--- src/verilog/chw_defines.svh ---
`ifndef CHW_DEFINES_SVH
`define CHW_DEFINES_SVH

// ***********************************************************
// debug port command codes
// ***********************************************************
`define CHW_LOAD_CORE_CMD   8'h60
`define CHW_LOAD_MEM_CMD    8'h61
`define CHW_STORE_CORE_CMD  8'h40
`define CHW_STORE_MEM_CMD   8'h41

// ***********************************************************
// data register indices and field positions
// ***********************************************************
`define CHW_CORE_IDX        1'b0
`define CHW_MEM_IDX         1'b1
`define CHW_FAMILY_LSB      24
`define CHW_GEN_LSB         20
`define CHW_REV_LSB         16
`define CHW_MAC_BIT         15
`define CHW_DIV_BIT         14
`define CHW_ENHANCED_MULTIPLY_ACCUMULATE_PRESENT_BIT        13
`define CHW_FPU_BIT         12
`define CHW_ISA_LSB         4
`define CHW_DEBUG_LSB       0
`define CHW_FLASH_LSB       19
`define CHW_SRAM_LSB        3

// ***********************************************************
// fixed codes and default values
// ***********************************************************
`define CHW_ISA_LEVEL_C     4'h2
`define CHW_DEBUG_LEVEL     4'h9
`define CHW_MEM_FIXED       32'h1000_1000
`define CHW_FLASH_DEFAULT   5'h08
`define CHW_SRAM_DEFAULT    5'h0e

`endif

--- src/verilog/chw_pkg.sv ---
package chw_pkg;
   // load sequencer states
   typedef enum logic [1:0] {
      ST_RESET,
      ST_LOAD_CORE,
      ST_LOAD_MEM,
      ST_RUN
   } chw_state_t;

   typedef logic [31:0] chw_word_t;
   typedef logic        chw_idx_t;
endpackage

--- src/verilog/chw_cfg_store.sv ---
`timescale 1ns/100ps
// ***********************************************************
// two-word data register store, registered read ports
// ***********************************************************
module chw_cfg_store #(
   parameter int WIDTH = 32,
   parameter int DEPTH = 2,
   parameter int AW    = 1
) (
   input  wire logic             core_clk_i,
   input  wire logic             reset_n_i,
   input  wire logic             we_i,
   input  wire logic [AW-1:0]    waddr_i,
   input  wire logic [WIDTH-1:0] wdata_i,
   input  wire logic [AW-1:0]    ra_addr_i,
   output logic      [WIDTH-1:0] ra_data_o,
   input  wire logic [AW-1:0]    rb_addr_i,
   output logic      [WIDTH-1:0] rb_data_o
);
   logic [WIDTH-1:0] mem_reg [DEPTH];

   // storage; only the loader writes it
   always_ff @(posedge core_clk_i or negedge reset_n_i) begin
      if (!reset_n_i) begin
         for (int i = 0; i < DEPTH; i++) begin
            mem_reg[i] <= '0;
         end
      end else if (we_i) begin
         mem_reg[waddr_i] <= wdata_i;
      end
   end

   // read data always leave through a flop
   always_ff @(posedge core_clk_i or negedge reset_n_i) begin
      if (!reset_n_i) begin
         ra_data_o <= '0;
         rb_data_o <= '0;
      end else begin
         ra_data_o <= mem_reg[ra_addr_i];
         rb_data_o <= mem_reg[rb_addr_i];
      end
   end
endmodule

--- src/verilog/chw_config_words.sv ---
`timescale 1ns/100ps
`include "chw_defines.svh"
module chw_config_words #(
   parameter logic [7:0] FAMILY_CODE  = 8'ha5, // arbitrary value
   parameter logic [3:0] GEN_CODE     = 4'h3,  // arbitrary value
   parameter logic [3:0] REV_CODE     = 4'h2,  // arbitrary value
   parameter logic       MAC_PRESENT  = 1'b1,
   parameter logic [4:0] FLASH_CODE   = `CHW_FLASH_DEFAULT,
   parameter logic [4:0] SRAM_CODE    = `CHW_SRAM_DEFAULT
) (
   input  wire logic              core_clk_i,
   input  wire logic              reset_n_i,
   input  wire logic              cpu_rd_i,
   input  wire chw_pkg::chw_idx_t cpu_sel_i,
   input  wire logic              cpu_wr_i,
   output chw_pkg::chw_word_t     cpu_rdata_o,
   output logic                   cpu_rvalid_o,
   output logic                   write_refused_o,
   input  wire logic              dbg_cmd_valid_i,
   input  wire logic [7:0]        dbg_cmd_i,
   output chw_pkg::chw_word_t     dbg_rdata_o,
   output logic                   dbg_rvalid_o,
   output logic                   dbg_error_o,
   output logic                   core_ready_o
);
   import chw_pkg::*;

   // ********************************************************
   // word assembly
   // ********************************************************
   // reserved positions start at zero and stay there
   function automatic chw_word_t build_core_word();
      chw_word_t w;
      w = '0;
      w[`CHW_FAMILY_LSB +: 8] = FAMILY_CODE;
      w[`CHW_GEN_LSB +: 4]    = GEN_CODE;
      w[`CHW_REV_LSB +: 4]    = REV_CODE;
      w[`CHW_MAC_BIT]         = MAC_PRESENT;
      w[`CHW_DIV_BIT]         = 1'b0;
      w[`CHW_ENHANCED_MULTIPLY_ACCUMULATE_PRESENT_BIT]        = 1'b0;
      w[`CHW_FPU_BIT]         = 1'b0;
      w[`CHW_ISA_LSB +: 4]    = `CHW_ISA_LEVEL_C;
      w[`CHW_DEBUG_LSB +: 4]  = `CHW_DEBUG_LEVEL;
      return w;
   endfunction

   function automatic chw_word_t build_mem_word();
      chw_word_t w;
      w = `CHW_MEM_FIXED;
      w[`CHW_FLASH_LSB +: 5] = FLASH_CODE;
      w[`CHW_SRAM_LSB +: 5]  = SRAM_CODE;
      return w;
   endfunction

   // decode of a debug load; used for read and for refusal
   function automatic logic is_load(input logic [7:0] cmd);
      return (cmd == `CHW_LOAD_CORE_CMD) || (cmd == `CHW_LOAD_MEM_CMD);
   endfunction

   // ********************************************************
   // load sequencer
   // ********************************************************
   chw_state_t state_reg;
   chw_state_t state_next;
   logic       ready_reg;
   logic       ready_next;
   logic       load_we;
   chw_idx_t   load_idx;
   chw_word_t  load_data;

   // one word per cycle after release, ready only once both are in
   always_comb begin
      state_next = state_reg;
      load_we    = 1'b0;
      load_idx   = `CHW_CORE_IDX;
      load_data  = build_core_word();
      case (state_reg)
         ST_RESET: begin
            state_next = ST_LOAD_CORE;
         end
         ST_LOAD_CORE: begin
            load_we    = 1'b1;
            state_next = ST_LOAD_MEM;
         end
         ST_LOAD_MEM: begin
            load_we    = 1'b1;
            load_idx   = `CHW_MEM_IDX;
            load_data  = build_mem_word();
            state_next = ST_RUN;
         end
         ST_RUN: begin
            state_next = ST_RUN;
         end
         default: begin
            state_next = ST_RESET;
         end
      endcase
      ready_next = ready_reg || (state_reg == ST_LOAD_MEM);
   end

   always_ff @(posedge core_clk_i or negedge reset_n_i) begin
      if (!reset_n_i) begin
         state_reg <= ST_RESET;
         ready_reg <= 1'b0;
      end else begin
         state_reg <= state_next;
         ready_reg <= ready_next;
      end
   end

   // ********************************************************
   // access handling
   // ********************************************************
   logic     cpu_rvalid_reg;
   logic     cpu_rvalid_next;
   logic     refused_reg;
   logic     refused_next;
   logic     dbg_rvalid_reg;
   logic     dbg_rvalid_next;
   logic     dbg_err_reg;
   logic     dbg_err_next;
   chw_idx_t dbg_idx;

   // no write path exists to the store: software writes only flag
   always_comb begin
      dbg_idx         = (dbg_cmd_i == `CHW_LOAD_MEM_CMD);
      cpu_rvalid_next = cpu_rd_i && ready_reg;
      refused_next    = cpu_wr_i;
      dbg_rvalid_next = dbg_cmd_valid_i && ready_reg
                        && is_load(dbg_cmd_i);
      // stores and unknown codes are refused, as is early access
      dbg_err_next    = dbg_cmd_valid_i
                        && !(ready_reg && is_load(dbg_cmd_i));
   end

   always_ff @(posedge core_clk_i or negedge reset_n_i) begin
      if (!reset_n_i) begin
         cpu_rvalid_reg <= 1'b0;
         refused_reg    <= 1'b0;
         dbg_rvalid_reg <= 1'b0;
         dbg_err_reg    <= 1'b0;
      end else begin
         cpu_rvalid_reg <= cpu_rvalid_next;
         refused_reg    <= refused_next;
         dbg_rvalid_reg <= dbg_rvalid_next;
         dbg_err_reg    <= dbg_err_next;
      end
   end

   chw_cfg_store #(
      .WIDTH (32),
      .DEPTH (2),
      .AW    (1)
   ) u_store (
      .core_clk_i (core_clk_i),
      .reset_n_i  (reset_n_i),
      .we_i       (load_we),
      .waddr_i    (load_idx),
      .wdata_i    (load_data),
      .ra_addr_i  (cpu_sel_i),
      .ra_data_o  (cpu_rdata_o),
      .rb_addr_i  (dbg_idx),
      .rb_data_o  (dbg_rdata_o)
   );

   assign cpu_rvalid_o    = cpu_rvalid_reg;
   assign write_refused_o = refused_reg;
   assign dbg_rvalid_o    = dbg_rvalid_reg;
   assign dbg_error_o     = dbg_err_reg;
   assign core_ready_o    = ready_reg;
endmodule

--- config.mk ---
export PLATFORM = sky130hd
export DESIGN_NAME = chw_config_words
export DESIGN_NICKNAME = d
export VERILOG_FILES = /design/src/verilog/chw_pkg.sv /design/src/verilog/chw_cfg_store.sv /design/src/verilog/chw_config_words.sv
export VERILOG_INCLUDE_DIRS = /design/src /design/src/verilog
export SDC_FILE = /design/constraint.sdc
export NUM_CORES = 1
export LEC_CHECK = 0
export ABC_AREA = 1
export BUFFER_PORTS_ARGS = -buffer_cell sky130_fd_sc_hd__buf_4
export CAP_MARGIN = 0
export CORE_MARGIN = 2
export CORE_UTILIZATION = 41
export DETAILED_ROUTE_END_ITERATION = 6
export PLACE_DENSITY = 0.83
export SYNTH_ARGS = -nofsm -noshare
export SYNTH_HDL_FRONTEND = slang
export SYNTH_SLANG_ARGS = --single-unit
--- constraint.sdc ---
create_clock -name core_clk_i -period 1.4 [get_ports core_clk_i]
set_clock_uncertainty 0.15 [all_clocks]
set_input_delay 0.35 -clock core_clk_i [delete_from_list [all_inputs] [get_ports core_clk_i]]
set_output_delay 0.35 -clock core_clk_i [all_outputs]
set_load 0.005 [all_outputs]
**Yosys cells after proc, flatten, opt, wreduce, memory -nomap -nowiden**

Index checks and enable logic that the tools add are counted.

- Bits in registers: 135
- Input bits: 14
- Output and inout bits: 69

- $lt $le $gt $ge: 4
- Equal/unequal tests: 5
- Multiplexer cells: 13
- Bitwise operators: 3
- Reductions and logical operators: 12

Operator list:

| cell | count |
|---|---|
| $mux 32 | 8 |
| $bwmux 64 | 1 |
| $demux 32 s1 | 1 |
| $eq 8x7->1 const B | 2 |
| $ge 2x2->1 const B | 3 |
| $logic_and 1x1->1 | 6 |
| $not 1->2 | 3 |
| $pmux 2 s3 | 1 |
| $eq 2x2->1 const B | 2 |
| $reduce_or 2->1 | 2 |
| $eq 2x1->1 const B | 1 |
| $logic_not 2->1 | 1 |
| $logic_or 1x1->1 | 2 |
| $lt 2x1->1 const B | 1 |
| $mux 1 | 2 |
| $logic_not 1->1 | 1 |

**Logic depth before layout (Yosys ltp)**

- Word-level depth: 8
- Mapped depth: 6

**Cells and area by module**

From an unflattened synthesis, not the netlist that was laid out.

- Cells, all modules: 548
- Area, all modules: 5215.0 µm²

By module, submodules not included:

| module | times used | cells an instance | area each (µm²) |
|---|---|---|---|
| chw_cfg_store | 1 | 517 | 4899.7 |
| chw_config_words | 1 | 31 | 315.3 |

**Worst setup path after synthesis**

OpenSTA, ideal clock, no wires.

- Path kind: register to output
- Start: reg u_store.ra_data_o[26] (netlist name)
- End: out cpu_rdata_o[15]
- Data arrival time: 0.613 ns
- Data required time: 0.900 ns
- Slack: 0.287 ns
- Stages on the path, launching flop included: 2
- Buffers on the path: 1
- Cell sequence: dfrtp_1 buf_4

RTL lines:

| what | line | text |
|---|---|---|
| end, declared | chw_config_words.sv:16 | `output chw_pkg::chw_word_t cpu_rdata_o,` |

==> impl_metrics.yaml <==
pwr:
  power_mw: 0.982
  p_per_area_nw_per_um2: 718
  p_leak_nw: 0.761
  ir_drop_mv: 0.493
placement:
  hpwl_um: 1370
  place_inst: 187
  dp_slack_ns: 0.227
  port_buffers: 50
  gp_congestion: 0.736
clock_network:
  cts.path.max_buffers: 2
  tritoncts: "yes"
  cts.root.buffer_cell: "clkbuf_4"
  path_clk_slew_ns: 0.10
  cts_max_level: 1
  post_cts_buffers: 0
  cts_sinks: 19
  cts_buffers: 3
  clock_latency_ns: 0.29
floorplan:
  die_w_um: 57.8
  start_util_pct: 43.0
  fp.coreArea_sq_um: 2760
  rows: 19
  die_h_um: 57.8
  die_area_sq_um: 3340
  ios: 83
global_routing:
  grt_overflow: 0
  grtUsageTotal_pct: 9.73
  grt_pass1_wl_um: 2460
  grt_max_degree: 20
  antenna_found_initial: 0
  grt_pass1_vias: 584
finish:
  largest_reg_flops: 6
  layout_common_cells: "buf_4 (40), conb_1 (32), dfrtp_1 (15), inv_1 (14), nand2_1 (14)"
  final_common_cell: "buf_4"
  nets: 177
  layout.cells.non_filler: 193
  antenna_cells: 0
  layout-drive-gt1-share_pct: 42.0
  final_util_pct: 49.6
  syn2layout_area_growth_pct: 15.5
drt:
  viasPerCell: 3.84
  vias: 742
  drtPass1Iterations: 4
  wl_per_cell_um: 8.61
  drcViolationCount: 0
  routed_wl_um: 1660
  drt_iter0_drc: 9
  ant_nets: 0
sta:
  setup_tns_ns: -0.416
  setup_viol: 20
  hold_viol: 0
  rsz0062_at_grt: "true"
  finalCritPeriodShare_pct: 102
  max_freq_mhz: 702
  fin_crit_ns: 1.43
  slew_violations: 0
  fin_ws_ns: -0.0254
setup_path:
  path_buf_inv: 1
  critPathTopFamily: "flip-flops"
  worstSetupPathType: "reg2out"
  max_stage_delay_ns: 0.48
  worstPathRequired_ns: 0.90
  startpoint: "u_store.ra_data_o[26]"
  start_kind: "flip-flop"
  cp_data_arrival_time_ns: 0.93
  crit_slowest_cell: "dfrtp_2"
  path_cells: "buf_4"
  worstSetupEndpointType: "output port"
  cp_max_fo: 10
  r2r-start: "state_reg[1]"
status:
  status: "finished, violations left"
  violations: "setup timing"
yosys:
  synthesis.area_sq_um: 1180
  synth_cell_types: 16
  netlist_top_cells_area: "dfrtp_1 (40%), buf_4 (37%), inv_1 (4.4%), nand2_1 (4.4%), nor2_1 (2.5%)"
  yosys.area.top_type: "dfrtp_1"
  yosysTopAreaCellShare_pct: 40.1
  synth-seq-cells: 19
  syn_inst: 133
  syn_area_per_cell_sq_um: 8.91
  ys_seq_area_share_pct: 40.1
  yosysWarnings: 0
worst_hold_path:
  holdCritStartpoint: "cpu_rd_i"
  worstHoldPathType: "in2reg"
run:
  maxCapViolCount: 0
## stage by stage
| stage | hold slack [ns] | cell area (sq um) |
|---|---|---|
| final | 0.0976 | 1370 |
| after global routing | 0.0899 | 1370 |
| after CTS | 0.0908 | 1330 |
| after detailed placement | 0.0841 | 1280 |
| after global placement | 0.0840 | 1280 |
| after floorplan | -0.0956 | 1300 |
## report_power, final
part | total (mW) | switching, mW | internal [mW]
registers | 0.567 | 0.00880 | 0.558
clock network | 0.267 | 0.157 | 0.111
logic | 0.148 | 0.0721 | 0.0759
## what timing repair did
action | CTS | global route
setup endpoints to repair | 20 | 30
gates resized for setup | 2 | 12
hold endpoints to repair | 20 | 0
hold buffers | 2 | 0
## synthesized netlist by cell type (all sizes together)
master,count
nor3,1
buf,58
or2,2
o21ai,4
dfrtp,19
nand3,3
inv,15
nand4,1
nor2,10
conb,1
nand2,19
## path summary, 6_finish.rpt
kind | to | slack, ns | cells past startpoint
worst max-delay path | cpu_rdata_o[21] | -0.03 | 1
worst min-delay path | cpu_rvalid_o | 0.1 | 3
worst max register to register | u_store.mem_reg[5] | 0.35 | 3
worst min register to register | state_reg[1] | 0.34 | 2
max in group asynchronous | u_store.rb_data_o[22] | 0.59 | 2
min in group asynchronous | state_reg[1] | 0.29 | 2
## area by class of cell
class	instances	area, sq um
fillers	254	1390
clock buffers	4	26.3
repair buffers	52	433
flip-flops and latches	19	480
multi-input cells	72	334
inverters	15	56.3
well taps	31	38.8
## kinds of logic after synthesis
group	after synthesis	synth area share, %
other cells	1	0.316
simple gates	36	16.4
flops	19	40.1
buf+inv	73	41.5
compound gates	4	1.69
## metal layers
layer | global-route usage (%) | wire length [um] | vias to the layer above
met5 | 0 | 0 | -
met4 | 5.98 | 31 | 0
met3 | 2.23 | 158 | 4
met2 | 17.4 | 910 | 43
met1 | 10.3 | 561 | 333
li1 | - | - | 362
## worst min-delay path: cells and delay by family
kind	cells	cell delay (ns)
AND/OR/NAND/NOR	1	0.04
buffers and inverters	2	0.12
Power figures use the tool's default switching activity.
